File: config.mk
export PLATFORM = sky130hd
export DESIGN_NAME = ovfr_handler
export DESIGN_NICKNAME = d
export VERILOG_FILES = /design/src/shared/ovfr_pkg.sv /design/src/rtl/ovfr_timer.sv /design/src/rtl/ovfr_handler.sv
export SDC_FILE = /design/constraint.sdc
export NUM_CORES = 1
export LEC_CHECK = 0
export ABC_AREA = 1
export BUFFER_PORTS_ARGS = -buffer_cell sky130_fd_sc_hd__buf_2
export CAP_MARGIN = 0
export CORE_MARGIN = 2
export CORE_UTILIZATION = 60
export DETAILED_ROUTE_END_ITERATION = 16
export GPL_ROUTABILITY_DRIVEN = 0
export PLACE_DENSITY = 0.8
export SLEW_MARGIN = 10
export SYNTH_ARGS = -nofsm -noshare
export SYNTH_HDL_FRONTEND = slang
export SYNTH_HIERARCHICAL = 1
export SYNTH_SLANG_ARGS = --single-unit
File: constraint.sdc
create_clock -name clk -period 4.8 [get_ports clk]
set_input_delay 0.48 -clock clk [delete_from_list [all_inputs] [get_ports clk]]
set_output_delay 0.48 -clock clk [all_outputs]
set_load 0.005 [all_outputs]
File: src/shared/ovfr_pkg.sv
// package for the output overvoltage fault response block
// assumes a 40 MHz core clock; shared by the handler and its timer
package ovfr_pkg;
  localparam int          CLK_HZ          = 40_000_000;
  localparam int          DEGLITCH_US     = 10;                          // one deglitch unit in us
  localparam int          DEGLITCH_CYC    = (DEGLITCH_US * CLK_HZ) / 1_000_000;
  localparam int          MS_CYC          = CLK_HZ / 1000;               // cycles per millisecond
  localparam logic [7:0]  CMD_OV_RESP     = 8'h41;                       // command code of the response byte
  localparam logic [7:0]  OV_RESP_RST     = 8'hb8;                       // default response byte
  localparam logic [7:0]  CODE_LATCH      = 8'h80;                       // immediate, no retry
  localparam logic [7:0]  CODE_RETRY      = 8'hb8;                       // immediate, retry forever
  localparam logic [4:0]  CODE_DLY_LATCH  = 5'h08;                       // upper bits of 0x4n
  localparam logic [4:0]  CODE_DLY_RETRY  = 5'h0f;                       // upper bits of 0x78+n
  localparam int          RESP_HI         = 7;
  localparam int          RESP_LO         = 6;
  localparam int          RETRY_HI        = 5;
  localparam int          RETRY_LO        = 3;
  localparam int          DELAY_HI        = 2;
  localparam logic [1:0]  RESP_PULLDOWN   = 2'b00;
  localparam logic [1:0]  RESP_DELAYED    = 2'b01;
  localparam logic [1:0]  RESP_IMMEDIATE  = 2'b10;
  localparam logic [2:0]  RETRY_FOREVER   = 3'b111;
  localparam logic [16:0] RETRY_MS_MIN    = 17'd120;                     // shortest retry interval
  localparam logic [16:0] RETRY_MS_MAX    = 17'd83880;                   // longest retry interval
  localparam logic [16:0] RETRY_MS_RST    = 17'd350;                     // default retry interval
  typedef enum logic [2:0] {OVFR_RUN, OVFR_DEGLITCH, OVFR_OFF_LATCHED, OVFR_OFF_RETRY, OVFR_RESTART} ovfr_state_t;
endpackage : ovfr_pkg

File: src/rtl/ovfr_timer.sv
// down-counting interval timer in units of a fixed number of clock cycles
// assumes load and run come from logic on the same clock
`timescale 1ns/1ps
`default_nettype none
module ovfr_timer #(
  parameter int UNIT_CYC = 400,
  parameter int CNT_W    = 17
) (
  input  wire logic             clk,
  input  wire logic             srst,
  input  wire logic             load,
  input  wire logic [CNT_W-1:0] units,
  input  wire logic             run,
  output var  logic             done
);
  import ovfr_pkg::*;
  logic [31:0]      pre_ff;
  logic [CNT_W-1:0] cnt_ff;

  // prescaler and unit counter; done is a level once the count runs out
  always_ff @(posedge clk) begin
    if (srst || load) begin
      pre_ff <= 32'h0;
      cnt_ff <= srst ? '0 : units;
    end else if (run && cnt_ff != '0) begin
      if (pre_ff == 32'(UNIT_CYC - 1)) begin
        pre_ff <= 32'h0;
        cnt_ff <= cnt_ff - CNT_W'(1);
      end else begin
        pre_ff <= pre_ff + 32'h1;
      end
    end
  end

  assign done = run && !load && cnt_ff == '0;
endmodule : ovfr_timer
`default_nettype wire

File: src/rtl/ovfr_handler.sv
// output overvoltage fault response handler for one channel
// assumes a command decoder on clk delivers byte writes; ov comparator and run pin are asynchronous
// Operation
// - on fault set summary ov bit, status word vout bit, vout ov bit
// - on fault raise alert unless masked
// - accept only 0x80, 0xb8, 0x4n, 0x78+n; else cml fault, value kept
// - 0x80 disables output at once, no retry
// - 0xb8 disables output and retries until off, bias loss or other fault
// - 0x4n shuts down after deglitch, stays off until off-on cycle, clear-faults or reset
// - 0x78+n shuts down after deglitch and retries until off, bias loss or other fault
// - deglitched codes act only if fault persists n times 10 us
// - response 00 only pulls output down while over limit; never set, as writes of it are refused
// - delayed response keeps running for bits 2:0 then follows retry field
// - immediate response disables output then follows retry field
// - unsupported response field raises cml fault
// - retry field 000-110 never restarts after fault shutdown
// - retry field 111 restarts forever spaced by retry interval
// - delay field counts 10 us units of continued operation
// - fault bit clears only on clear-faults, off-then-on, or bias cycle
// - response setting is one byte written and read back
// - response setting sits at command 0x41, default 0xb8
// - retry interval 120 ms to 83.88 s in 1 ms steps
`timescale 1ns/1ps
`default_nettype none
module ovfr_handler #(
  parameter int RETRY_UNIT_CYC = ovfr_pkg::MS_CYC
) (
  input  wire logic        clk,
  input  wire logic        srst,
  input  wire logic        cmd_wr,
  input  wire logic [7:0]  cmd_code,
  input  wire logic [7:0]  cmd_data,
  input  wire logic [7:0]  cmd_rd_code,
  output logic      [7:0]  cmd_rd_data,
  input  wire logic [16:0] retry_interval_setting,
  input  wire logic        clear_faults,
  input  wire logic        other_fault_noretry,
  input  wire logic        operation_on,
  input  wire logic        run_pin,
  input  wire logic        ov_detect,
  input  wire logic        alert_mask,
  output logic             out_enable,
  output logic             ov_pull_down,
  output logic             restart_req,
  output logic             status_byte_ov,
  output logic             status_word_vout,
  output logic             status_vout_ov,
  output logic             alert_n,
  output logic             cml_fault
);
  import ovfr_pkg::*;

  logic [7:0]  resp_ff;
  logic [1:0]  ov_sync_ff;
  logic [1:0]  run_sync_ff;
  logic        on_ff;
  logic        ov_flag_ff;
  logic        cml_ff;
  logic        pd_ff;
  logic        oe_ff;
  logic        rst_req_ff;
  logic        alert_n_ff;
  logic [7:0]  rd_ff;
  ovfr_state_t state_ff;
  ovfr_state_t nxt_state;
  logic        ov_s;
  logic        on_now;
  logic        off_on;
  logic        commanded_off;
  logic        deg_done;
  logic        retry_done;
  logic        shutdown_evt;
  logic        fault_evt;
  logic [16:0] retry_units;

  // true when a written byte is one of the recognised response codes
  function automatic logic code_ok(input logic [7:0] v);
    code_ok = (v == CODE_LATCH) || (v == CODE_RETRY) ||
              (v[7:3] == CODE_DLY_LATCH) || (v[7:3] == CODE_DLY_RETRY);
  endfunction : code_ok

  // clamp the retry interval into its legal range
  function automatic logic [16:0] clamp_ms(input logic [16:0] v);
    if (v < RETRY_MS_MIN) clamp_ms = RETRY_MS_MIN;
    else if (v > RETRY_MS_MAX) clamp_ms = RETRY_MS_MAX;
    else clamp_ms = v;
  endfunction : clamp_ms

  // two-stage synchronisers for the comparator and run pin
  // run stage resets to the on level so release of reset shows no false off-then-on
  always_ff @(posedge clk) begin
    if (srst) begin
      ov_sync_ff  <= 2'b00;
      run_sync_ff <= 2'b11;
    end else begin
      ov_sync_ff  <= {ov_sync_ff[0], ov_detect};
      run_sync_ff <= {run_sync_ff[0], run_pin};
    end
  end
  assign ov_s   = ov_sync_ff[1];
  assign on_now = run_sync_ff[1] && operation_on;

  // track the combined on command to spot an off-then-on cycle
  always_ff @(posedge clk) begin
    if (srst) on_ff <= 1'b1;
    else on_ff <= on_now;
  end
  assign off_on        = on_now && !on_ff;
  assign commanded_off = !on_now;

  // response byte register with write filtering
  always_ff @(posedge clk) begin
    if (srst) begin
      resp_ff <= OV_RESP_RST;
    end else if (cmd_wr && cmd_code == CMD_OV_RESP && code_ok(cmd_data)) begin
      resp_ff <= cmd_data;
    end
  end

  // communication fault on an unsupported value; write ignored
  always_ff @(posedge clk) begin
    if (srst) cml_ff <= 1'b0;
    else if (cmd_wr && cmd_code == CMD_OV_RESP && !code_ok(cmd_data)) cml_ff <= 1'b1;
    else if (clear_faults) cml_ff <= 1'b0;
  end

  // read-back of the response byte
  always_ff @(posedge clk) begin
    if (srst) rd_ff <= 8'h00;
    else rd_ff <= (cmd_rd_code == CMD_OV_RESP) ? resp_ff : 8'h00;
  end

  // deglitch timer: counts bits 2:0 in 10 us units
  ovfr_timer #(.UNIT_CYC(DEGLITCH_CYC), .CNT_W(17)) u_deglitch (
    .clk   (clk),
    .srst  (srst),
    .load  (state_ff == OVFR_RUN),
    .units ({14'h0, resp_ff[DELAY_HI:0]}),
    .run   (state_ff == OVFR_DEGLITCH),
    .done  (deg_done)
  );

  // retry timer in 1 ms units
  assign retry_units = clamp_ms(retry_interval_setting);
  ovfr_timer #(.UNIT_CYC(RETRY_UNIT_CYC), .CNT_W(17)) u_retry (
    .clk   (clk),
    .srst  (srst),
    .load  (state_ff != OVFR_OFF_RETRY),
    .units (retry_units),
    .run   (state_ff == OVFR_OFF_RETRY),
    .done  (retry_done)
  );

  // fault detection event: any overvoltage seen while running
  assign fault_evt    = ov_s && state_ff == OVFR_RUN;
  assign shutdown_evt = (state_ff == OVFR_DEGLITCH && ov_s && deg_done) ||
                        (state_ff == OVFR_RUN && ov_s && resp_ff[RESP_HI:RESP_LO] == RESP_IMMEDIATE);

  // response sequencing
  always_comb begin
    nxt_state = state_ff;
    case (state_ff)
      OVFR_RUN: begin
        if (ov_s && resp_ff[RESP_HI:RESP_LO] == RESP_DELAYED) nxt_state = OVFR_DEGLITCH;
        else if (shutdown_evt) nxt_state = (resp_ff[RETRY_HI:RETRY_LO] == RETRY_FOREVER) ?
                                           OVFR_OFF_RETRY : OVFR_OFF_LATCHED;
      end
      OVFR_DEGLITCH: begin
        if (!ov_s) nxt_state = OVFR_RUN;
        else if (deg_done) nxt_state = (resp_ff[RETRY_HI:RETRY_LO] == RETRY_FOREVER) ?
                                       OVFR_OFF_RETRY : OVFR_OFF_LATCHED;
      end
      OVFR_OFF_LATCHED: begin
        if (off_on || clear_faults) nxt_state = OVFR_RUN;
      end
      OVFR_OFF_RETRY: begin
        if (other_fault_noretry) nxt_state = OVFR_OFF_LATCHED;
        else if (commanded_off) nxt_state = OVFR_OFF_LATCHED;
        else if (retry_done) nxt_state = OVFR_RESTART;
      end
      OVFR_RESTART: nxt_state = OVFR_RUN;
      default: nxt_state = OVFR_RUN;
    endcase
  end

  // state register
  always_ff @(posedge clk) begin
    if (srst) state_ff <= OVFR_RUN;
    else state_ff <= nxt_state;
  end

  // output drive and restart pulse
  always_ff @(posedge clk) begin
    if (srst) begin
      oe_ff      <= 1'b1;
      rst_req_ff <= 1'b0;
    end else begin
      oe_ff      <= (nxt_state == OVFR_RUN) || (nxt_state == OVFR_DEGLITCH) || (nxt_state == OVFR_RESTART);
      rst_req_ff <= (nxt_state == OVFR_RESTART);
    end
  end

  // pull-down only mode while over the limit
  always_ff @(posedge clk) begin
    if (srst) pd_ff <= 1'b0;
    else pd_ff <= ov_s && resp_ff[RESP_HI:RESP_LO] == RESP_PULLDOWN;
  end

  // sticky overvoltage status, set wins over clear
  always_ff @(posedge clk) begin
    if (srst) ov_flag_ff <= 1'b0;
    else if (fault_evt) ov_flag_ff <= 1'b1;
    else if (clear_faults || off_on) ov_flag_ff <= 1'b0;
  end

  // alert line follows the status unless masked
  always_ff @(posedge clk) begin
    if (srst) alert_n_ff <= 1'b1;
    else alert_n_ff <= !((ov_flag_ff || fault_evt) && !alert_mask);
  end

  assign out_enable       = oe_ff;
  assign ov_pull_down     = pd_ff;
  assign restart_req      = rst_req_ff;
  assign status_byte_ov   = ov_flag_ff;
  assign status_word_vout = ov_flag_ff;
  assign status_vout_ov   = ov_flag_ff;
  assign alert_n          = alert_n_ff;
  assign cml_fault        = cml_ff;
  assign cmd_rd_data      = rd_ff;

  // assertions
  property p_bad_write_kept;
    @(posedge clk) disable iff (srst)
      (cmd_wr && cmd_code == CMD_OV_RESP && !code_ok(cmd_data)) |=> (cml_fault && $stable(resp_ff));
  endproperty
  a_bad_write_kept: assert property (p_bad_write_kept) else $error("bad code not rejected");

  property p_latch_off;
    @(posedge clk) disable iff (srst)
      (state_ff == OVFR_RUN && ov_s && resp_ff == CODE_LATCH) |=> !out_enable ##1 !out_enable;
  endproperty
  a_latch_off: assert property (p_latch_off) else $error("0x80 did not disable");

  property p_status_set;
    @(posedge clk) disable iff (srst)
      fault_evt |=> (status_byte_ov && status_word_vout && status_vout_ov);
  endproperty
  a_status_set: assert property (p_status_set) else $error("status bits not set");

  property p_alert;
    @(posedge clk) disable iff (srst)
      (fault_evt && !alert_mask) |=> !alert_n;
  endproperty
  a_alert: assert property (p_alert) else $error("alert not raised");

  property p_flag_sticky;
    @(posedge clk) disable iff (srst)
      (status_vout_ov && !clear_faults && !off_on) |=> status_vout_ov;
  endproperty
  a_flag_sticky: assert property (p_flag_sticky) else $error("fault bit cleared early");

  property p_pulldown;
    @(posedge clk) disable iff (srst)
      (ov_s && resp_ff[7:6] == 2'b00) |=> (ov_pull_down && state_ff == OVFR_RUN);
  endproperty
  a_pulldown: assert property (p_pulldown) else $error("pull-down mode wrong");

  property p_no_restart_latched;
    @(posedge clk) disable iff (srst)
      (state_ff == OVFR_OFF_LATCHED) |-> !restart_req;
  endproperty
  a_no_restart_latched: assert property (p_no_restart_latched) else $error("restart without retry");

  property p_deglitch_min;
    @(posedge clk) disable iff (srst)
      ($rose(state_ff == OVFR_DEGLITCH) && resp_ff[2:0] != 3'b000) |-> out_enable [*8];
  endproperty
  a_deglitch_min: assert property (p_deglitch_min) else $error("shut down before deglitch");

  property p_restart_on;
    @(posedge clk) disable iff (srst)
      restart_req |-> (out_enable ##1 state_ff == OVFR_RUN);
  endproperty
  a_restart_on: assert property (p_restart_on) else $error("restart not started");

  c_latch:    cover property (@(posedge clk) state_ff == OVFR_OFF_LATCHED);
  c_retry:    cover property (@(posedge clk) restart_req);
  c_deglitch: cover property (@(posedge clk) state_ff == OVFR_DEGLITCH ##1 state_ff == OVFR_RUN);
  c_cml:      cover property (@(posedge clk) $rose(cml_fault));
endmodule : ovfr_handler
`default_nettype wire

* Word-level counts from Yosys, hierarchy flattened *
Index checks and enable logic that the tools add are counted.

cells by class
  order comparisons = 2
  muxes and demuxes = 26
  bitwise gates (word level) = 1
  eq/ne operators = 17
  add/sub/neg operators = 4
  reduce and logical (&&, ||, !) cells = 50

operators by type and width
  operator               count
  $mux 17                9
  $add 32x1->32 const B  2
  $mux 32                2
  $logic_not 17->1       2
  $reduce_bool 17->1     2
  $sub 17x1->17 const B  2
  $eq 32x16->1 const B   1
  $eq 32x9->1 const B    1
  $mux 3                 9
  $logic_and 1x1->1      18
  $gt 17x17->1 const B   1
  $lt 17x7->1 const B    1
  $eq 8x7->1 const B     2
  $eq 8x8->1 const B     2
  $pmux 3 s4             1
  $reduce_bool 2->1      6
  $eq 5x4->1 const B     2
  $logic_or 1x1->1       10
  $eq 3x1->1 const B     2
  $eq 3x2->1 const B     2
  $eq 3x3->1 const B     2
  $logic_not 1->1        6
  $logic_not 3->1        2
  $mux 1                 5
  7 further kinds        8

storage, ports and cells
  input bits = 50
  register bits after elaboration = 128
  logic and storage cells = 116

* Depth between registers and ports, before layout *
  depth in word-level cells = 12
  mapped depth = 14
  depth with buffers taken out = 13

* Hierarchy *
The synthesis kept the hierarchy.

modules (own cells, without submodules)
  module                    seq. area each (um^2)  area an instance (um^2)  instances  cells each
  ovfr_timer at u_retry     1151.1                 3543.4                   1          575
  ovfr_timer at u_deglitch  1151.1                 3457.1                   1          560
  ovfr_handler              600.6                  1531.5                   1          231

* Least setup slack after synthesis *
No wires, ideal clock.

  path kind = register to register
  start point = register u_deglitch.pre_ff[1]
  end point = register u_deglitch.cnt_ff[0] (enable)
  slack = 2.749 ns
  stages on the path, launching flop included = 10
  data required time = 4.431 ns
  data arrival time = 1.682 ns
  cell sequence = dfxtp_1 > ha_1 > inv_1 > nor2_4 > nand3_1 > nor2_1 > nand2_2 > nor2_1 > nor2_1 > inv_1

between the ends
  longest elaborated chain between the ends = 3

ends and longest elaborated chain
  item                         RTL line          RTL
  start: declaration           ovfr_timer.sv:17  logic [31:0] pre_ff;
  start signal: assignment     ovfr_timer.sv:30  pre_ff <= pre_ff + 32'h1;
  $eq 32x9->1                  ovfr_timer.sv:26  if (pre_ff == 32'(UNIT_CYC - 1)) begin
  $reduce_bool 2->1 (no line)  n/a
  $reduce_and 2->1 (no line)   n/a
  end signal: assignment       ovfr_timer.sv:24  cnt_ff <= srst ? '0 : units;
  end signal: assignment       ovfr_timer.sv:28  cnt_ff <= cnt_ff - CNT_W'(1);
  end: declaration             ovfr_timer.sv:18  logic [CNT_W-1:0] cnt_ff;

Every way passes these cells.
A chain may end at the register's enable or synchronous reset.

* Worst setup path in the final report *
  start point = register state_ff[0]
  end point = register u_retry.cnt_ff[2] (enable)

between the ends
  longest elaborated chain between the ends = 4
  elaborated cells on any way between the ends = 7

ends and longest elaborated chain
  item                                                          RTL line                                  RTL
  start: declaration                                            ovfr_handler.sv:64                        ovfr_state_t state_ff;
  start signal: assignment                                      ovfr_handler.sv:189                       else state_ff <= nxt_state;
  $eq 3x2->1 / $ne 3x2->1 (equally long branches)               ovfr_handler.sv:150, ovfr_handler.sv:148
  $logic_and 1x1->1 / $logic_or 1x1->1 (equally long branches)  ovfr_timer.sv:25, ovfr_timer.sv:22
  $reduce_bool 2->1 (no line)                                   n/a
  $reduce_and 2->1 (no line) (*)                                n/a
  end signal: assignment                                        ovfr_timer.sv:24
  end signal: assignment                                        ovfr_timer.sv:28
  end: declaration                                              ovfr_timer.sv:18

Mark *: on every way between the ends. The rest lies on a longest branch, timed or not.

==> flow_metrics.env <==
export IMPL_drv_cap=0
export IMPL_fin_area_um2=9538
export IMPL_via_per_inst=5.171
export IMPL_reg2reg_depth=9
export IMPL_worstMarginPinSlew_ns=1.120
export IMPL_drcViolationCount=0
export IMPL_netlist_top_cells_count="nand2_1 (434), nor2_1 (253), inv_1 (173)"
export IMPL_reg2reg_to="u_retry/cnt_ff[2]"
export IMPL_tns_ns=0
export IMPL_cts_resized=0
export IMPL_ant_nets=0
export IMPL_io_buffers=65
export IMPL_maxSlewViolCount=0
export IMPL_post_route_min_period_ns=2.879
export IMPL_fmax_mhz=347.3
export IMPL_path_clk_slew_ns=0.06
export IMPL_dieHeight_um=123.2
export IMPL_die_w_um=123.2
export IMPL_crit_family="buffers and inverters"
export IMPL_drive_gt1_share_pct=13.80
export IMPL_antenna_found_initial=0
export IMPL_synth_seq_cells=128
export IMPL_hold_buffers=0
export IMPL_p_per_area_nw_per_um2=280.2
export IMPL_p_leak_nw=4.259
export IMPL_path_cells="nand2_1 > nor2_1 > buf_4 > inv_1 > nor2_1 > buf_4 > inv_1 > nor2_1 > inv_1"
export IMPL_max_stage_delay_ns=0.72
export IMPL_wl_per_cell_um=12.26
export IMPL_arrival_ns=2.93
export IMPL_clock_sinks=128
export IMPL_fill_cells=1269
export IMPL_core_area_um2=13880
export IMPL_htreeDepth=4
export IMPL_grt_start_max_net_pins=30
export IMPL_clk_latency_ns=0.43
export IMPL_yosysTopAreaCell="dfxtp_1"
export IMPL_timing_rr_start="state_ff[0]"
export IMPL_synth_area_leaders="dfxtp_1 (22%), nand2_1 (19%), edfxtp_1 (12%)"
export IMPL_syn2layout_area_growth_pct=11.79
export IMPL_wirelength_mm=19.98
export IMPL_layout_nets=1490
export IMPL_cpMaxStageDelayCell="inv_1"
export IMPL_detailed_place_hpwl_mm=14.40
export IMPL_dr_total_vias=8424
export IMPL_setup_viol=0
export IMPL_grt_overflow=0
export IMPL_crit_buf_inv=5
export IMPL_numCtsBuffers=17
export IMPL_synth_edf_count=34
export IMPL_min_period_over_period_pct=59.98
export IMPL_crit_path_start_kind="flip-flop"
export IMPL_die_area_um2=15190
export IMPL_grt_pass1_wl_mm=33.50
export IMPL_placedInstanceArea_um2=8965
export IMPL_rsz0062_at_grt="false"
export IMPL_path_max_fanout=29
export IMPL_hold_viol_final=0
export IMPL_ys_warn_count=6
export IMPL_grt_total_usage_pct=27.40
export IMPL_hp_class="primary input to flip-flop"
export IMPL_cts_tree="built"
export IMPL_synth_ff_type="dfxtp_1"
export IMPL_num_antenna_cells=0
export IMPL_ys_async_sr_fraction_pct=0
export IMPL_criticalPathCategory="flip-flop to flip-flop"
export IMPL_io_pins=66
export IMPL_postCtsSetupBuffers=0
export IMPL_root_buffer="clkbuf_16"
export IMPL_cp_end_kind="flip-flop"
export IMPL_relSlewSlack_pct=25.09
export IMPL_yosysMostFrequentCell="nand2_1"
export IMPL_cts_buffer_depth=2
export IMPL_drtIter0Drc=594
export IMPL_ys_types=44
export IMPL_whs_path_depth=2
export IMPL_syn_inst=1366
export IMPL_initial_core_util_pct=61.47
export IMPL_rows=43
export IMPL_whs_ns=0.2379
export IMPL_yosysTopAreaCellShare_pct=22.06
export IMPL_netlist_area_um2=8532
export IMPL_avgSynthCellArea_um2=6.246
export IMPL_synth_seq_area_share_pct=34.02
export IMPL_min_to="alert_n"
export IMPL_ir_drop_mv=0.2673
export IMPL_grt_pass1_vias=7620
export IMPL_r2r_setup_slack_ns=1.92
export IMPL_required_ns=4.85
export IMPL_fin_skew_ns=0.009525
export IMPL_status="complete, no violations"
export IMPL_worst_hold_startpoint="alert_mask"
export IMPL_first_pass_iters=6
-- metrics by stage --
step,power (mW),setup WS (ns),std cells,util [%]
after global placement,1.432,1.946,1597,64.58
after CTS,2.686,1.902,1629,68.69
final,2.673,1.921,1629,68.71
after floorplan,1.373,2.749,1379,-
after detailed placement,1.440,1.894,1597,64.58
after global routing,2.777,1.617,1629,68.71
-- cells by family (layout without fill, tap and decap cells) --
logic type	after synthesis	count (layout)	synth area share (%)
other	1	14	0.04395
flip-flops	128	128	34.02
adder cells (fa/ha/maj)	4	4	0.5866
AO/OA/AOI/OAI	95	95	6.101
AND/OR/NAND/NOR	909	909	47.54
buffers and inverters	219	289	10.68
XOR/XNOR	10	10	1.027
-- worst max-delay path by stage --
stage                               from                   end  slack [ns]  cells past startpoint
floorplan           u_deglitch/pre_ff[1]  u_deglitch/cnt_ff[0]        2.75                      9
global placement             state_ff[0]     u_retry/cnt_ff[2]        1.95                      9
detailed placement           state_ff[0]     u_retry/cnt_ff[4]        1.89                      9
CTS                          state_ff[0]     u_retry/cnt_ff[2]        1.90                      9
global route                 state_ff[0]     u_retry/cnt_ff[2]        1.62                      9
finish                       state_ff[0]     u_retry/cnt_ff[2]        1.92                      9
-- state kept, by name, indices dropped and copies added (netlist names) --
name and count:
ov_pull_down 1, cml_fault 1, restart_req 1, state_ff 3
status_byte_ov 1, resp_ff 8, on_ff 1, cmd_rd_data 8
run_sync_ff 2, alert_n 1, ov_sync_ff 2, u_deglitch/cnt_ff 17
u_retry/cnt_ff 17, u_deglitch/pre_ff 32, u_retry/pre_ff 32, out_enable 1
-- layer usage --
metal  GRT usage, %  part of all wire (%)
met1          34.08                    45
met2          47.32                    48
met3          5.028                   5.6
met4          9.943                   1.9
met5              0                     0
-- power by group --
group	switching [mW]	internal, mW
sequential	0.0249	1.15
combinational	0.166	0.0832
clock	0.545	0.709
-- worst reg2reg max path, delay by kind of cell, from the launching register on --
family	cells	cell delay [ns]
buffers and inverters	5	1.78
DFF	1	0.36
and+or+nand+nor	4	0.36
-- placed cells by master (no fill, tap or decap), types with 3 or more instances in the layout --
master     synthesis  routed
nand2_1          434     434
nor2_1           253     252
inv_1            173     173
dfxtp_1           94      94
nand3_1           82      82
buf_2              8      65
o21ai_0           35      35
a21oi_1           34      34
nand4_1           34      34
edfxtp_1          34      34
nor2_2            30      31
clkbuf_16          0      18
nand2_2           15      15
conb_1             1      14
nor2_4            13      13
nor3_1            13      13
inv_2             12      12
o21bai_1          12      12
xor2_1             9       9
nand3_2            8       8
o21ai_1            8       8
nand2_4            5       5
inv_6              1       5
and2_1             5       5
clkinv_4           0       4
buf_4              6       4
ha_1               4       4
or2_2              3       3
clkinv_2           1       3
inv_8              0       3
nor2_8             3       3
-- final cells by class --
| class | count | area, um^2 | area share (%) |
|---|---|---|---|
| clock buffer | 18 | 450.4 | 4.723 |
| clock inverter | 14 | 120.1 | 1.259 |
| inverter | 188 | 714.4 | 7.490 |
| multi-input combinational | 1032 | 4770 | 50.01 |
| sequential | 128 | 2903 | 30.43 |
| tap | 180 | 225.2 | 2.361 |
| timing repair buffer | 69 | 355.3 | 3.726 |
Power figures use the tool's default switching activity.
